## src/mfp_pkg.sv

```systemverilog
package mfp_pkg;

    // ************************************************************
    // Structure
    // ************************************************************
    localparam int unsigned MFP_NUM_PINS  = 4;
    localparam int unsigned MFP_CODE_W    = 7;
    localparam int unsigned MFP_CODE_NUM  = 128;
    localparam int unsigned MFP_CTRL_NUM  = 20;

    // ************************************************************
    // Register offsets
    // ************************************************************
    localparam logic [11:0] MFP_OFS_CFG0  = 12'h000;
    localparam logic [11:0] MFP_OFS_CFG1  = 12'h004;
    localparam logic [11:0] MFP_OFS_CFG2  = 12'h008;
    localparam logic [11:0] MFP_OFS_CFG3  = 12'h00c;
    localparam logic [11:0] MFP_OFS_LEVEL = 12'h010;
    localparam logic [11:0] MFP_OFS_PROXY = 12'h014;

    // ************************************************************
    // Field layout and reset values
    // ************************************************************
    localparam int unsigned MFP_CFG_CODE_LSB = 0;
    localparam int unsigned MFP_CFG_DIR_BIT  = 7;
    localparam logic [7:0]  MFP_CFG_RESET    = 8'h00;
    localparam int unsigned MFP_LVL_IN_LSB   = 0;
    localparam int unsigned MFP_LVL_OUT_LSB  = 4;
    localparam int unsigned MFP_LVL_OE_LSB   = 8;

    // ************************************************************
    // Control selector codes
    // ************************************************************
    localparam logic [6:0] MFP_C_LOOP_PD    = 7'h40;
    localparam logic [6:0] MFP_C_FREERUN    = 7'h41;
    localparam logic [6:0] MFP_C_HOLDOVER   = 7'h42;
    localparam logic [6:0] MFP_C_CLR_HIST   = 7'h43;
    localparam logic [6:0] MFP_C_DIST_SYNC  = 7'h44;
    localparam logic [6:0] MFP_C_PROFILE0   = 7'h45;
    localparam logic [6:0] MFP_C_PAIR_BASE  = 7'h50;
    localparam logic [6:0] MFP_C_MUTE_ALL   = 7'h59;
    localparam logic [6:0] MFP_C_RESET_ALL  = 7'h5a;
    localparam logic [6:0] MFP_C_NSHOT      = 7'h5b;

    // ************************************************************
    // Status selector codes
    // ************************************************************
    localparam logic [6:0] MFP_S_CH0_CAL      = 7'h33;
    localparam logic [6:0] MFP_S_CH0_ACTIVE   = 7'h34;
    localparam logic [6:0] MFP_S_CH0_STATE0   = 7'h35;
    localparam logic [6:0] MFP_S_CH0_HIST     = 7'h38;
    localparam logic [6:0] MFP_S_CH0_HIST_EV  = 7'h39;
    localparam logic [6:0] MFP_S_CH0_CLAMP    = 7'h3a;
    localparam logic [6:0] MFP_S_CH0_SLEWLIM  = 7'h3b;
    localparam logic [6:0] MFP_S_CH0_DSYNC_EV = 7'h3c;
    localparam logic [6:0] MFP_S_CH0_PSTEP_EV = 7'h3e;
    localparam logic [6:0] MFP_S_CH0_FA_ACT   = 7'h3f;
    localparam logic [6:0] MFP_S_CH0_FA_DONE  = 7'h40;
    localparam logic [6:0] MFP_S_CH0_FBRS_EV  = 7'h41;
    localparam logic [6:0] MFP_S_CH0_DSLEW    = 7'h42;
    localparam logic [6:0] MFP_S_CH0_DCFGERR  = 7'h43;
    localparam logic [6:0] MFP_S_CH1_LOCK0    = 7'h50;
    localparam logic [6:0] MFP_S_CH1_ACTIVE   = 7'h54;
    localparam logic [6:0] MFP_S_CH1_STATE0   = 7'h55;
    localparam logic [6:0] MFP_S_CH1_HIST     = 7'h58;
    localparam logic [6:0] MFP_S_CH1_HIST_EV  = 7'h59;
    localparam logic [6:0] MFP_S_CH1_CLAMP    = 7'h5a;
    localparam logic [6:0] MFP_S_CH1_SLEWLIM  = 7'h5b;

    // ************************************************************
    // Source bit positions in status words
    // ************************************************************
    localparam int unsigned MFP_B_CAL      = 4;
    localparam int unsigned MFP_B_LOCK_LSB = 1;
    localparam int unsigned MFP_B_HIST     = 0;
    localparam int unsigned MFP_B_CLAMP    = 1;
    localparam int unsigned MFP_B_SLEWLIM  = 2;
    localparam int unsigned MFP_B_FA_ACT   = 4;
    localparam int unsigned MFP_B_FA_DONE  = 5;

endpackage

```

## src/mfp_map.sv

```systemverilog
`timescale 1ns/1ps

// Functional notes
// - Code 0x40 input drives loop power-down
// - Codes 0x41/0x42 force free-run, holdover
// - Code 0x43 clears tuning word history
// - Code 0x44 requests distribution divider sync
// - Codes 0x45-0x47 drive profile select bits
// - Codes 0x50-0x58 mute or reset pair drivers
// - Codes 0x59/0x5A mute, reset all drivers
// - Status 0x33 shows loop calibration busy
// - Status 0x34 ORs channel-zero active bits
// - Status 0x35-0x37 free-run, holdover, switching
// - Status 0x38/0x3A/0x3B history, clamp, slew
// - Status 0x39 outputs history updated event
// - Status 0x3C/0x3E sync, phase step events
// - Status 0x3F/0x40 fast acquisition states
// - Status 0x41 feedback divider resync event
// - Status 0x42/0x43 OR slew enables, errors
// - Status 0x50-0x53 channel-one lock states
// - Status 0x54 ORs channel-one active bits
// - Status 0x55-0x57 channel-one loop states
// - Status 0x58/0x5A/0x59 channel-one history, clamp
// - Code 0x5B slew-limited status, N-shot control
module mfp_map
    import mfp_pkg::*;
(
    input  wire logic                    pclk,
    input  wire logic                    presetn,
    input  wire logic                    psel,
    input  wire logic                    penable,
    input  wire logic                    pwrite,
    input  wire logic [11:0]             paddr,
    input  wire logic [31:0]             pwdata,
    input  wire logic [3:0]              pstrb,
    output logic      [31:0]             prdata,
    output logic                         pready,
    output logic                         pslverr,
    input  wire logic [MFP_NUM_PINS-1:0] mfp_in,
    output logic      [MFP_NUM_PINS-1:0] mfp_out,
    output logic      [MFP_NUM_PINS-1:0] mfp_oe,
    input  wire logic [7:0]              ch0_lock_status,
    input  wire logic [5:0]              ch0_active_src,
    input  wire logic [2:0]              ch0_loop_state,
    input  wire logic [7:0]              ch0_tune_status,
    input  wire logic [5:0]              ch0_dist_slew_en,
    input  wire logic [5:0]              ch0_dist_cfg_err,
    input  wire logic [7:0]              ch1_lock_status,
    input  wire logic [5:0]              ch1_active_src,
    input  wire logic [2:0]              ch1_loop_state,
    input  wire logic [7:0]              ch1_tune_status,
    input  wire logic                    ch0_hist_upd_evt,
    input  wire logic                    ch0_dist_sync_evt,
    input  wire logic                    ch0_phase_step_evt,
    input  wire logic                    ch0_fb_resync_evt,
    input  wire logic                    ch1_hist_upd_evt,
    output logic                         loop_pd,
    output logic                         force_freerun,
    output logic                         force_holdover,
    output logic                         clear_history,
    output logic                         dist_sync_req,
    output logic      [2:0]              profile_sel,
    output logic      [2:0]              pair_mute_first,
    output logic      [2:0]              pair_mute_second,
    output logic      [2:0]              pair_driver_reset,
    output logic                         mute_all,
    output logic                         reset_all,
    output logic                         nshot_req
);

    // ************************************************************
    // Helpers
    // ************************************************************
    function automatic logic [MFP_CODE_NUM-1:0] code_onehot(
        input logic [MFP_CODE_W-1:0] code
    );
        code_onehot = {{(MFP_CODE_NUM-1){1'b0}}, 1'b1} << code;
    endfunction

    function automatic logic is_cfg_addr(input logic [11:0] addr);
        is_cfg_addr = (addr == MFP_OFS_CFG0) || (addr == MFP_OFS_CFG1) ||
                      (addr == MFP_OFS_CFG2) || (addr == MFP_OFS_CFG3);
    endfunction

    // ************************************************************
    // Declarations
    // ************************************************************
    logic [7:0]                cfg_reg [MFP_NUM_PINS];
    logic [MFP_NUM_PINS-1:0]   pin_sync;
    logic [MFP_CODE_NUM-1:0]   stat_vec;
    logic [MFP_CODE_NUM-1:0]   ctrl_vec;

    logic [MFP_CTRL_NUM-1:0]   proxy_next;
    logic [MFP_CTRL_NUM-1:0]   proxy_reg;

    logic [31:0]               rd_next;
    logic [31:0]               rd_reg;
    logic                      err_next;
    logic                      err_reg;

    logic                      setup_phase;
    logic                      wr_access;
    logic [1:0]                wr_index;

    // ************************************************************
    // APB slave
    // ************************************************************
    assign setup_phase = psel && !penable;
    assign wr_access   = psel && penable && pwrite;
    assign wr_index    = paddr[3:2];
    assign pready      = 1'b1;
    assign prdata      = rd_reg;
    assign pslverr     = psel && penable && err_reg;

    // ************************************************************
    // Read data and error
    // ************************************************************
    always_comb begin
        rd_next  = 32'h0000_0000;
        err_next = 1'b0;
        if (is_cfg_addr(paddr)) begin
            rd_next[7:0] = cfg_reg[paddr[3:2]];
        end else if (paddr == MFP_OFS_LEVEL) begin
            rd_next[MFP_LVL_IN_LSB  +: MFP_NUM_PINS] = pin_sync;
            rd_next[MFP_LVL_OUT_LSB +: MFP_NUM_PINS] = mfp_out;
            rd_next[MFP_LVL_OE_LSB  +: MFP_NUM_PINS] = mfp_oe;
        end else if (paddr == MFP_OFS_PROXY) begin
            rd_next[MFP_CTRL_NUM-1:0] = proxy_reg;
        end else begin
            err_next = 1'b1;
        end
        if (pwrite) begin
            rd_next = 32'h0000_0000;
        end
    end

    always_ff @(posedge pclk or negedge presetn) begin
        if (!presetn) begin
            rd_reg  <= 32'h0000_0000;
            err_reg <= 1'b0;
        end else if (setup_phase) begin
            rd_reg  <= rd_next;
            err_reg <= err_next;
        end
    end

    // ************************************************************
    // Configuration registers
    // ************************************************************
    always_ff @(posedge pclk or negedge presetn) begin
        if (!presetn) begin
            for (int i = 0; i < MFP_NUM_PINS; i++) begin
                cfg_reg[i] <= MFP_CFG_RESET;
            end
        end else if (wr_access && is_cfg_addr(paddr) && pstrb[0]) begin
            cfg_reg[wr_index] <= pwdata[7:0];
        end
    end

    // ************************************************************
    // Pin input synchroniser
    // ************************************************************
    // sync before use
    mfp_sync u_sync (
        .pclk    (pclk),
        .presetn (presetn),
        .d       (mfp_in),
        .q       (pin_sync)
    );

    // ************************************************************
    // Status source map
    // ************************************************************
    always_comb begin
        stat_vec = '0;

        stat_vec[MFP_S_CH0_CAL] = ch0_lock_status[MFP_B_CAL];

        stat_vec[MFP_S_CH0_ACTIVE] = |ch0_active_src;

        stat_vec[MFP_S_CH0_STATE0 +: 3] = ch0_loop_state;

        stat_vec[MFP_S_CH0_HIST]    = ch0_tune_status[MFP_B_HIST];
        stat_vec[MFP_S_CH0_CLAMP]   = ch0_tune_status[MFP_B_CLAMP];
        stat_vec[MFP_S_CH0_SLEWLIM] = ch0_tune_status[MFP_B_SLEWLIM];

        stat_vec[MFP_S_CH0_HIST_EV] = ch0_hist_upd_evt;

        stat_vec[MFP_S_CH0_DSYNC_EV] = ch0_dist_sync_evt;
        stat_vec[MFP_S_CH0_PSTEP_EV] = ch0_phase_step_evt;

        stat_vec[MFP_S_CH0_FA_ACT]  = ch0_tune_status[MFP_B_FA_ACT];
        stat_vec[MFP_S_CH0_FA_DONE] = ch0_tune_status[MFP_B_FA_DONE];

        stat_vec[MFP_S_CH0_FBRS_EV] = ch0_fb_resync_evt;

        stat_vec[MFP_S_CH0_DSLEW]   = |ch0_dist_slew_en;
        stat_vec[MFP_S_CH0_DCFGERR] = |ch0_dist_cfg_err;

        stat_vec[MFP_S_CH1_LOCK0 +: 4] = ch1_lock_status[MFP_B_LOCK_LSB +: 4];

        stat_vec[MFP_S_CH1_ACTIVE] = |ch1_active_src;

        stat_vec[MFP_S_CH1_STATE0 +: 3] = ch1_loop_state;

        stat_vec[MFP_S_CH1_HIST]    = ch1_tune_status[MFP_B_HIST];
        stat_vec[MFP_S_CH1_HIST_EV] = ch1_hist_upd_evt;
        stat_vec[MFP_S_CH1_CLAMP]   = ch1_tune_status[MFP_B_CLAMP];

        stat_vec[MFP_S_CH1_SLEWLIM] = ch1_tune_status[MFP_B_SLEWLIM];
    end

    // ************************************************************
    // Status pin drivers
    // ************************************************************
    generate
        for (genvar p = 0; p < MFP_NUM_PINS; p++) begin : g_out
            always_ff @(posedge pclk or negedge presetn) begin
                if (!presetn) begin
                    mfp_out[p] <= 1'b0;
                    mfp_oe[p]  <= 1'b0;
                end else begin
                    mfp_oe[p] <= cfg_reg[p][MFP_CFG_DIR_BIT];
                    mfp_out[p] <= cfg_reg[p][MFP_CFG_DIR_BIT] &&
                        stat_vec[cfg_reg[p][MFP_CFG_CODE_LSB +: MFP_CODE_W]];
                end
            end
        end
    endgenerate

    // ************************************************************
    // Control decode
    // ************************************************************
    always_comb begin
        ctrl_vec = '0;
        for (int p = 0; p < MFP_NUM_PINS; p++) begin
            if (!cfg_reg[p][MFP_CFG_DIR_BIT] && pin_sync[p]) begin
                ctrl_vec = ctrl_vec |
                    code_onehot(cfg_reg[p][MFP_CFG_CODE_LSB +: MFP_CODE_W]);
            end
        end
    end

    // ************************************************************
    // Proxy selection
    // ************************************************************
    always_comb begin
        proxy_next = '0;

        proxy_next[0] = ctrl_vec[MFP_C_LOOP_PD];

        proxy_next[1] = ctrl_vec[MFP_C_FREERUN];
        proxy_next[2] = ctrl_vec[MFP_C_HOLDOVER];

        proxy_next[3] = ctrl_vec[MFP_C_CLR_HIST];

        proxy_next[4] = ctrl_vec[MFP_C_DIST_SYNC];

        proxy_next[7:5] = ctrl_vec[MFP_C_PROFILE0 +: 3];

        proxy_next[16:8] = ctrl_vec[MFP_C_PAIR_BASE +: 9];

        proxy_next[17] = ctrl_vec[MFP_C_MUTE_ALL];
        proxy_next[18] = ctrl_vec[MFP_C_RESET_ALL];

        proxy_next[19] = ctrl_vec[MFP_C_NSHOT];
    end

    // ************************************************************
    // Proxy register
    // ************************************************************
    // others have no effect
    always_ff @(posedge pclk or negedge presetn) begin
        if (!presetn) begin
            proxy_reg <= '0;
        end else begin
            proxy_reg <= proxy_next;
        end
    end

    // ************************************************************
    // Proxy outputs
    // ************************************************************
    // power-down output
    assign loop_pd        = proxy_reg[0];

    assign force_freerun  = proxy_reg[1];
    assign force_holdover = proxy_reg[2];

    assign clear_history  = proxy_reg[3];

    assign dist_sync_req  = proxy_reg[4];

    assign profile_sel    = proxy_reg[7:5];

    assign mute_all       = proxy_reg[17];
    assign reset_all      = proxy_reg[18];

    assign nshot_req      = proxy_reg[19];

    // ************************************************************
    // Pair driver outputs
    // ************************************************************
    generate
        for (genvar k = 0; k < 3; k++) begin : g_pair
            assign pair_mute_first[k]   = proxy_reg[8 + 3*k];
            assign pair_mute_second[k]  = proxy_reg[9 + 3*k];
            assign pair_driver_reset[k] = proxy_reg[10 + 3*k];
        end
    endgenerate

endmodule

```

## src/mfp_sync.sv

```systemverilog
`timescale 1ns/1ps

module mfp_sync
    import mfp_pkg::*;
(
    input  wire logic                    pclk,
    input  wire logic                    presetn,
    input  wire logic [MFP_NUM_PINS-1:0] d,
    output logic      [MFP_NUM_PINS-1:0] q
);

    // ************************************************************
    // Two stage synchroniser
    // ************************************************************
    logic [MFP_NUM_PINS-1:0] meta_reg;

    always_ff @(posedge pclk or negedge presetn) begin
        if (!presetn) begin
            meta_reg <= '0;
            q        <= '0;
        end else begin
            meta_reg <= d;
            q        <= meta_reg;
        end
    end

endmodule

```

## config.mk

```make
export PLATFORM = sky130hd
export DESIGN_NAME = mfp_map
export DESIGN_NICKNAME = d
export VERILOG_FILES = /design/src/mfp_pkg.sv /design/src/mfp_map.sv /design/src/mfp_sync.sv
export SDC_FILE = /design/constraint.sdc
export NUM_CORES = 1
export LEC_CHECK = 0
export BUFFER_PORTS_ARGS = -buffer_cell sky130_fd_sc_hd__buf_2
export CAP_MARGIN = 20
export CORE_MARGIN = 5
export CORE_UTILIZATION = 29
export CTS_BUF_LIST = sky130_fd_sc_hd__clkbuf_4
export DETAILED_ROUTE_END_ITERATION = 8
export PLACE_DENSITY_LB_ADDON = 0.15
export SLEW_MARGIN = 20
export SYNTH_ARGS = -nofsm -noshare
export SYNTH_HDL_FRONTEND = slang
export SYNTH_SLANG_ARGS = --single-unit
```

## constraint.sdc

```tcl
create_clock -name pclk -period 2.3 [get_ports pclk]
set_input_delay 0.23 -clock pclk [delete_from_list [all_inputs] [get_ports pclk]]
set_output_delay 0.23 -clock pclk [all_outputs]
set_load 0.1 [all_outputs]
```

-- Word-level counts from Yosys, hierarchy flattened
Index checks and enable logic that the tools add are counted.
- bits in registers: 101
- input bits: 124
- output and inout bits: 62
- word-level logic and storage cells: 91
- $lt $le $gt $ge: 6
- equal/unequal tests: 5
- shifts and indexed selects: 4
- multiplexer cells: 27
- bitwise operators: 4
- reduce and logical (&&, ||, !) cells: 28
- operator list (cell ; number):
    2-to-1 mux 92 bit ; 4
    << shifter 1 x 7 -> 92 bit, first input constant ; 4
    bitwise OR 92 bit ; 3
    2-to-1 mux 20 bit ; 2
    2-to-1 mux 8 bit ; 5
    bitwise mux 32 bit ; 1
    < comparator 7 x 8 -> 1 bit, second input constant ; 4
    binary-select mux 1 bit (select 7 bit) ; 4
    == test 12 x 4 -> 1 bit, second input constant ; 2
    == test 12 x 5 -> 1 bit, second input constant ; 2
    2-to-1 mux 12 bit ; 2
    OR reduction 6 bit ; 4
    binary-select mux 8 bit (select 2 bit) ; 1
    demux 8 bit (select 2 bit) ; 1
    logical AND 1 bit ; 15
    == test 12 x 3 -> 1 bit, second input constant ; 1
    logical NOT 12 bit ; 1
    2-to-1 mux 1 bit ; 7
    logical NOT 1 bit ; 5
    greater-or-equal comparator 3 bit, second input constant ; 1
    logical OR 1 bit ; 3
    < comparator 3 x 1 -> 1 bit, second input constant ; 1
    inverter 2 -> 3 bit ; 1

-- Logic depth before layout (Yosys ltp)
Gate-level depths: netlist of the first run.
- word-level depth: 9
- depth in mapped cells: 7
- depth with buffers taken out: 5

-- Cells and area by module
Synthesis of the first run repeated with hierarchy kept, for this count alone.
- cell total of the unflattened synthesis: 511
- area total of the unflattened synthesis: 5525.3 um2
- modules (own cells, without submodules) (module ; instances ; cells an instance ; area each (um2) ; sequential area each (um2)):
    mfp_map ; 1 ; 503 ; 5325.1 ; 2026.9
    mfp_sync ; 1 ; 8 ; 200.2 ; 200.2

-- Least setup slack after synthesis of the first run
Ideal clock, no wire load.
- kind: input to register
- start: input port paddr[11]
- end: register cfg_reg[10] in the netlist's numbering
- setup time: 0.125 ns
- arrival: 2.458 ns
- required time: 2.175 ns
- setup slack: -0.283 ns
- cell stages on the path: 7
- path buffers: 2
- cells stage by stage: or4_4 or4_4 buf_6 or2_1 buf_6 nor3b_4 mux2_2
- cells in the longest elaborated chain, start to end: 6
- elaborated cells on any way between the ends: 9
- classes of those cells: 3 x eq/ne; 6 x reduce/logical
- RTL lines (what ; line ; RTL):
    start, declared ; mfp_map.sv:33 ; input wire logic [11:0] paddr,
    == test 12 x 3 -> 1 bit / logical NOT 12 bit (equally long branches) ; mfp_map.sv:81 ; is_cfg_addr = (addr == MFP_OFS_CFG0) || (addr == MFP_OFS_CFG1) ||
    logical OR 1 bit (2 in series) ; mfp_map.sv:81 ;
    logical OR 1 bit * ; mfp_map.sv:82 ; (addr == MFP_OFS_CFG2) || (addr == MFP_OFS_CFG3);
    logical AND 1 bit * (2 in series) ; mfp_map.sv:155 ; end else if (wr_access && is_cfg_addr(paddr) && pstrb[0]) begin
    end signal, assigned by index ; mfp_map.sv:156 ; cfg_reg[wr_index] <= pwdata[7:0];
    end, declared ; mfp_map.sv:88 ; logic [7:0] cfg_reg [MFP_NUM_PINS];
Every way passes the cells marked *; elsewhere a longest branch is shown, timed or not.
A chain may end at the register's enable or synchronous reset.

-- Final worst setup path of the first run
- start: input port paddr[11]
- end: register cfg_reg[12] in the netlist's numbering
Same word-level chain as after synthesis.

==> results.cfg, run 1 <==
[timing]
final.setup.worst_slack_ns = 0.156
worst_slew_margin_rel = 0.602
final_max_slew_viol_count = 0
final_hold_viol_count = 0
post-route-min-period_ns = 2.14
fmaxAchievable_ghz = 0.467
grt_setup_unrepaired = no
timing.clock.skew_ns = 0.0419
finalSetupViolCount = 0
finalCritPeriodShare = 0.932
max_slew.worst_pin.slew_ns = 0.592

[routing]
drt_first_pass_iters = 5
routed-wl-met3_um = 1560
wirelength_met1_um = 9270
routed_via_density = 5.57
route.met2.wl_um = 9810
top_signal_layer_used = met4
dr.first_iter.drc_count = 421
post-route-drc-count = 0
routed_wire_length_per_instance_um = 22.8
antenna_left = 0
vias = 5133
total_wire_length_um = 21100

[floorplan]
floorplan.initialDensity = 0.294
die_boundary_height_um = 147
core_region_area_um2 = 18600
rows = 50
io_pins = 186
die-area_um2 = 21700
die_width_um = 147

[global_routing]
grt_overflow = 0
grt_start_max_net_pins = 45
global_route_wire_length_before_repair_um = 32400
grt_antenna_before_repair = 0
gr-usage-all-layers = 0.193
vias_in_the_first_global_route = 5345

[logic_synthesis]
synth_top_area_frac = 0.407
synth_warnings = 0
synth_area_leader_cell = dfrtp_1
main_flop_type_after_synthesis = dfrtp_1
synthTopCellsByArea = dfrtp_1, mux4_2, mux2_2
post_synth_inst_count = 518
syn_area_um2 = 5480
seq_area_frac_synth = 0.407
synth_edf_count = 0
synth_seq_cells = 89
synthDistinctLibCells = 65
syn-mean-instance-area_um2 = 10.6
postSynth.asyncResetShare = 1.00

[pwr]
vdd_ir_drop_max_mv = 0.169
p_per_area_nw_per_um2 = 428
clockPowerShare = 0.354
power.sequential.fraction = 0.528
p_leak_nw = 3.21
p_sw_uw = 843
comb_power_share = 0.118
intPower_mw = 2.15
power.switching_fraction = 0.281

[clock_tree]
cts_h_tree_lvls = 3
cts_tree = built
cts_hold_buffers = 7
postCtsSetupBuffers = 0
cts-buffers-inserted = 9
post_cts_resized = 0
clk_latency_ns = 0.47
clk_pin_slew_worst_paths_ns = 0.13
clock-root-buffer = clkbuf_4
ctsLongestPathBuffers = 2
cts.sink_count = 89

[place]
preCtsSetupSlack_ns = -0.302
io_buffer_count = 126
gp_congestion = 0.930
post-dp-hpwl_um = 16700

[job]
cap_viol_max_count = 0

[worst_setup_path]
cpMostUsedCell = or4_4
setup.worst_path.class = primary input to register
critical_path.max_stage_delay_ns = 0.53
timing.critical_path.arrival_ns = 2.49
critical_path_buf_inv_count = 2
r2r_setup_slack_ns = 0.17
crit_chain = buf_2, or4_4, or4_4, or2_1, nor3b_4, buf_12, mux2_2
critPathCaptureType = register
cp_max_fo = 8
cp.required_ns = 2.64
worstSetupStartpointType = primary input
critPathTopFamily = simple AND/OR/NAND/NOR gates
critical-path-slowest-cell = or4_4

[finish]
areaGrowthSynthToFinish_pct = 27.9
post_layout_utilization_of_the_core = 0.376
num-fill-cells = 1930
largest_reg_flops = 32
finish.net_count = 807
layout-drive-gt1-share = 0.384
antenna_cells_inserted = 0

[worst_hold_path]
hold_class = primary input to register

[status]
run_status = completed
## per-layer routing
| layer | GRT usage | vias up |
|---|---|---|
| met5 | 0 | - |
| met4 | 0.0545 | 0 |
| met3 | 0.0463 | 30 |
| met2 | 0.313 | 250 |
| met1 | 0.259 | 2546 |
| li1 | - | 2307 |
## synth_stat cells (3+ instances only)
library cell and n:
o2bb2ai_1 3, mux2i_1 34, a32oi_1 6, o21ai_0 28, nor2_1 16, o211ai_1 15, nand3b_1 3, nand3_1 20
a221oi_1 5, clkbuf_1 32, or4_1 4, dfrtp_1 89, a22oi_1 19, o221ai_1 7, a22o_1 8, buf_4 13
o22ai_1 4, nand2_1 39, nor3b_1 6, nor2b_1 10, nor4_1 10, nand2b_1 11, mux2_2 34, or3_1 5
mux4_2 19, nor3_1 9, a221o_1 3, inv_1 13, o31ai_1 3
## power groups by stage
stage	combinational, mW	sequential [mW]	clock, mW
after global routing	0.381	1.58	1.18
after floorplan	0.206	1.61	0
after global placement	0.337	1.61	0
after CTS	0.353	1.58	1.11
after detailed placement	0.343	1.61	0
final	0.353	1.58	1.06
## worst paths after layout
check                                    from  cells after the start     endpoint
max in group asynchronous             presetn                      3    prdata[7]
min in group asynchronous             presetn                      2    prdata[1]
hold / removal                      pwdata[5]                      2  cfg_reg[29]
hold reg to reg            u_sync.meta_reg[3]                      0  u_sync.q[3]
setup reg to reg                   cfg_reg[0]                      5   mfp_out[3]
setup / recovery                    paddr[11]                      7  cfg_reg[12]
## per-stage QoR
stage | hold slack (ns) | cell area [um2] | power, mW | instances | TNS, ns
finish | 0.0583 | 7010 | 3.00 | 922 | 0
CTS | 0.00419 | 7000 | 3.04 | 921 | 0
floorplan | -0.0656 | 5550 | 1.81 | 529 | -7.61
global placement | 0.152 | 6750 | 1.95 | 898 | -7.61
global route | 0.0125 | 7010 | 3.14 | 922 | 0
detailed placement | 0.151 | 6750 | 1.95 | 898 | -7.81
## final cells by class
| class | instances | area (um2) | area share |
|---|---|---|---|
| Clock buffer | 9 | 67.6 | 0.00964 |
| Timing Repair Buffer | 193 | 1240 | 0.178 |
| Multi-Input combinational cell | 377 | 3020 | 0.431 |
| Sequential cell | 89 | 2230 | 0.318 |
| Inverter | 13 | 48.8 | 0.00697 |
| Clock inverter | 7 | 106 | 0.0152 |
| Tap cell | 234 | 293 | 0.0418 |
## layout by cell type, fill, tap and decap left out, types with 9 or more instances in the layout
master and count:
nand3_1 20, o211ai_1 15, a22oi_1 19, buf_2 125, nand2_1 39, nor4_1 10
clkbuf_4 9, mux2_2 26, mux2i_1 34, o21ai_0 28, nor3_1 9, inv_1 13
dfrtp_1 89, buf_4 53, nor2b_1 10, mux4_2 19, conb_1 13, nor2_1 16
nand2b_1 11
## kinds of logic (layout without fill, tap and decap cells)
kind of cell | count (synthesis) | in the layout | share of synthesized area
flops | 89 | 89 | 0.407
buf+inv | 63 | 222 | 0.0551
compound gates | 122 | 122 | 0.165
simple gates | 155 | 155 | 0.162
mux | 87 | 87 | 0.210
other cells | 2 | 13 | 0.00137
No activity file was read; power rests on OpenSTA's default activity.
==> inputs of run 2 (changes only) <==
Settings changed: CORE_ASPECT_RATIO set to 2, PLACE_DENSITY_LB_ADDON 0.15 to not set.
Clock period 2.3 ns to 2.7 ns, I/O delays scaled along.
==> results.cfg, run 2 (synthesis gave the netlist of run 1 again) <==
[timing]
finalCritPeriodShare = 0.839
timing.clock.skew_ns = 0.0216
final_hold_viol_count = 0
finalSetupViolCount = 0
worst_slew_margin_rel = 0.440
setup_total_negative_slack_ns = 0
fin_worst_hold_slack_ns = 0.0709
max_slew.worst_pin.slew_ns = 0.833
grt_setup_unrepaired = no
final_max_slew_viol_count = 0
fmaxAchievable_ghz = 0.441
post-route-min-period_ns = 2.27

[clock_tree]
clk_pin_slew_worst_paths_ns = 0.15
clk_latency_ns = 0.47
postCtsSetupBuffers = 0
ctsLongestPathBuffers = 2
cts.sink_count = 89
cts_h_tree_lvls = 3
cts_tree = built
post_cts_resized = 0
cts-buffers-inserted = 9
clock-root-buffer = clkbuf_4

[pwr]
p_per_area_nw_per_um2 = 370
vdd_ir_drop_max_mv = 0.192
comb_power_share = 0.116
power.switching_fraction = 0.271
intPower_mw = 1.81
p_leak_nw = 3.02
clockPowerShare = 0.342
p_sw_uw = 674
power.sequential.fraction = 0.542

[worst_setup_path]
cp_max_fo = 5
r2r_setup_slack_ns = 0.43
critical_path.max_stage_delay_ns = 0.64
worstReg2RegStart = cfg_reg[22]
worstSetupStartpointType = register
critical-path-slowest-cell = nor4bb_1
setup.worst_path.class = register to register
crit_chain = nor4bb_1, nand2b_1, or3_1, o31ai_1
worst-r2r-cell-count = 4
critPathCaptureType = register
reg2reg_to = proxy_reg[0]
timing.critical_path.arrival_ns = 2.60
cp.required_ns = 3.03

[status]
run_status = completed

[global_routing]
gr-usage-all-layers = 0.189
vias_in_the_first_global_route = 5166
grt_overflow = 0
grt_start_max_net_pins = 40
global_route_wire_length_before_repair_um = 30800
grt_antenna_before_repair = 1

[routing]
post-route-drc-count = 0
dr.first_iter.drc_count = 403
routed_via_density = 5.46
routed_wire_length_per_instance_um = 22.6
total_wire_length_um = 20600
antenna_left = 0
vias = 4982
drt_first_pass_iters = 5

[worst_hold_path]
hold_path_depth = 2
worst_hold_startpoint = pwdata[7]
hold_class = primary input to register
min_delay_worst_endpoint = cfg_reg[23]

[finish]
layout_commonest_cell = buf_2
post_layout_utilization_of_the_core = 0.358
layout-drive-gt1-share = 0.357
areaGrowthSynthToFinish_pct = 22.5
most_used_cells_in_the_layout_excluding_fill_and_tap_cells = buf_2, dfrtp_1, nand2_1
largest_reg_flops = 32
finish.net_count = 776
post-route-cell-area_um2 = 6710

[floorplan]
io_pins = 186
die-area_um2 = 21900
floorplan.initialDensity = 0.292
die_width_um = 107
rows = 71
die_boundary_height_um = 204
core_region_area_um2 = 18700

[place]
gp_congestion = 1.05
post-dp-hpwl_um = 16600
detailed_place.area_um2 = 6500
io_buffer_count = 126

[job]
cap_viol_max_count = 0
run 2: changes by cell type in the layout (fill, tap and decap cells not counted), sizes merged:
| cell | previous run | this run |
|---|---|---|
| buf | 185 | 157 |
| clkbuf | 9 | 10 |
| clkinv | 0 | 3 |
| diode | 0 | 1 |
| dlygate4sd3 | 8 | 5 |
| inv | 18 | 13 |
run 2: power by group through the flow:
stage	clock [mW]	sequential (mW)	combinational, mW
2_1_floorplan	0	1.37	0.175
3_3_place_gp	0	1.37	0.280
3_5_place_dp	0	1.37	0.284
4_1_cts	0.876	1.35	0.290
5_1_grt	0.928	1.35	0.311
6_report	0.850	1.35	0.287
run 2: metrics by stage:
step	setup slack [ns]	total power, mW	instances
floorplan	0.0773	1.55	529
global placement	0.0341	1.65	891
detailed placement	0.0258	1.66	891
CTS	0.426	2.51	911
global route	0.255	2.59	912
finish	0.434	2.48	912
run 2: final cells by class:
| cell class | count | area [um2] |
|---|---|---|
| antenna | 1 | 2.50 |
| clock buffer | 10 | 75.1 |
| clock inverter | 5 | 81.3 |
| fill | 1899 | 12000 |
| inverter | 13 | 48.8 |
| multi-input combinational | 377 | 2990 |
| sequential | 89 | 2230 |
| tap | 255 | 319 |
| timing repair buffer | 162 | 966 |
run 2: worst max path at each step:
stage	from	to	slack, ns	depth (start not counted)
floorplan	paddr[11]	cfg_reg[10]	0.08	7
global placement	paddr[11]	cfg_reg[8]	0.03	7
detailed placement	paddr[11]	cfg_reg[14]	0.03	7
CTS	cfg_reg[22]	proxy_reg[0]	0.43	4
global route	cfg_reg[22]	proxy_reg[0]	0.25	4
finish	cfg_reg[22]	proxy_reg[0]	0.43	4
run 2: what timing repair did:
item / in CTS / in global routing
hold endpoints to repair: 41 / 0
hold buffers: 5 / 0
endpoints found under the setup margin: 0 / 0
run 2: critical path: cells and delay by family, from the launching register on:
| family | cells | cell delay [ns] |
|---|---|---|
| DFF | 1 | 0.46 |
| and+or+nand+nor | 3 | 1.27 |
| AOI/OAI and AO/OA | 1 | 0.41 |
run 2: layer usage:
| layer | up-vias | global-route usage | part of all wire |
|---|---|---|---|
| li1 | 2239 | - | - |
| met1 | 2475 | 0.194 | 0.35 |
| met2 | 205 | 0.347 | 0.54 |
| met3 | 63 | 0.0243 | 0.047 |
| met4 | 0 | 0.128 | 0.066 |
| met5 | - | 0 | 0 |
==> inputs of run 3 (changes only) <==
Clock period 2.7 ns to 1.8 ns, I/O delays scaled along.
==> results.cfg, run 3 (synthesis gave the netlist of run 1 again) <==
[worst_setup_path]
cp.required_ns = 2.17
critical_path_depth = 7
reg2reg_to = mfp_out[0]
timing.critical_path.arrival_ns = 2.30
cp_max_fo = 8
critPathLaunch = paddr[11]
worstSetupStartpointType = primary input
setup.worst_path.class = primary input to register
critPathCapture = cfg_reg[14]
critical_path_buf_inv_count = 2
cpMostUsedCell = or4_4
critical_path.max_stage_delay_ns = 0.53
crit_chain = buf_6, or4_4, or4_4, or2_4, nor3b_4, buf_12, mux2_4
critPathCaptureType = register
r2r_setup_slack_ns = -0.05
critical-path-slowest-cell = or4_4
critPathTopFamily = simple AND/OR/NAND/NOR gates
worstReg2RegStart = cfg_reg[24]
worst-r2r-cell-count = 6

[timing]
grt_setup_unrepaired = yes
final_hold_viol_count = 0
worst_slew_margin_rel = 0.643
fmaxAchievable_ghz = 0.520
timing.clock.skew_ns = 0.0175
final.setup.worst_slack_ns = -0.125
finalSetupViolCount = 36
post-route-min-period_ns = 1.92
final_max_slew_viol_count = 0
max_slew.worst_pin.slew_ns = 0.536
finalCritPeriodShare = 1.07
setup_total_negative_slack_ns = -2.10

[pwr]
power.switching_fraction = 0.272
comb_power_share = 0.126
power.sequential.fraction = 0.530
p_sw_mw = 1.04
intPower_mw = 2.78
p_leak_nw = 3.60
clockPowerShare = 0.344
vdd_ir_drop_max_mv = 0.221
total_power_mw = 3.82
p_per_area_nw_per_um2 = 487

[place]
io_buffer_count = 126
place.detailed.instances = 978
post-dp-hpwl_um = 18400
detailed_place.area_um2 = 7260
gp_congestion = 0.973

[global_routing]
global_route_wire_length_before_repair_um = 33200
gr-usage-all-layers = 0.204
grt_overflow = 0
grt_start_max_net_pins = 57
grt_antenna_before_repair = 1
vias_in_the_first_global_route = 5610

[finish]
areaGrowthSynthToFinish_pct = 43.1
layoutNonFillerInstCount = 1013
most_used_cells_in_the_layout_excluding_fill_and_tap_cells = buf_2, buf_4, dfrtp_1
post-route-cell-area_um2 = 7840
layout-drive-gt1-share = 0.472
largest_reg_flops = 32
layout_commonest_cell = buf_2
finish.net_count = 876

[clock_tree]
cts_tree = built
clk_pin_slew_worst_paths_ns = 0.15
ctsLongestPathBuffers = 2
clk_latency_ns = 0.46
cts-buffers-inserted = 9
clock-root-buffer = clkbuf_4
cts_h_tree_lvls = 3
cts.sink_count = 89

[routing]
vias = 5414
drt_first_pass_iters = 5
routed_via_density = 5.34
antenna_left = 0
post-route-drc-count = 0
dr.first_iter.drc_count = 414
total_wire_length_um = 22400
routed_wire_length_per_instance_um = 22.1

[worst_hold_path]
hold_class = primary input to async pin

[floorplan]
rows = 71
floorplan.initialDensity = 0.292
io_pins = 186
core_region_area_um2 = 18700
die_width_um = 107
die_boundary_height_um = 204
die-area_um2 = 21900

[job]
cap_viol_max_count = 0

[status]
violations = negative setup slack
run_status = finished, violations left
run 3: worst min-delay path by stage:
stage / to / cells past startpoint
final: cfg_reg[0] / 2
after global placement: cfg_reg[4] / 1
after CTS: cfg_reg[29] / 2
after floorplan: cfg_reg[0] / 0
after global routing: cfg_reg[29] / 2
after detailed placement: cfg_reg[4] / 1
run 3: metrics by stage:
step | hold WS, ns | worst slack [ns] | utilization
floorplan | -0.116 | -0.716 | -
global placement | 0.0292 | -0.736 | 0.387
detailed placement | 0.0336 | -0.743 | 0.387
CTS | 0.0219 | -0.0955 | 0.408
global route | 0.0212 | -0.116 | 0.418
finish | 0.0656 | -0.125 | 0.418
run 3: final cells by class:
cell class	count	area, um2
clock inverters	6	98.8
diodes	1	2.50
fillers	1844	10900
flip-flops and latches	89	2240
well taps	255	319
clock buffers	10	75.1
multi-input cells	377	3220
repair buffers	262	1830
inverters	13	48.8
run 3: repair_timing:
| item | CTS | global route |
|---|---|---|
| hold endpoints to repair | 120 | 0 |
| resized for setup | 20 | 40 |
| endpoints found under the setup margin | 40 | 51 |
| hold buffers | 12 | 0 |
| setup buffers | 2 | 4 |
| pin swaps | 6 | 5 |
run 3: power by group through the flow:
stage          clock (mW)  sequential, mW  combinational [mW]
3_3_place_gp            0            2.06               0.447
3_5_place_dp            0            2.06               0.451
5_1_grt              1.45            2.02               0.517
4_1_cts              1.37            2.02               0.477
6_report             1.31            2.02               0.481
2_1_floorplan           0            2.06               0.263
run 3: layer usage:
metal  wire length (um)  up-vias  part of all wire  GRT usage
li1                   -     2436                 -          -
met2              12000      272              0.53      0.381
met1               7320     2624              0.33      0.197
met4               1840        0             0.082      0.146
met3               1250       82             0.056     0.0319
met5                  0        -                 0          0
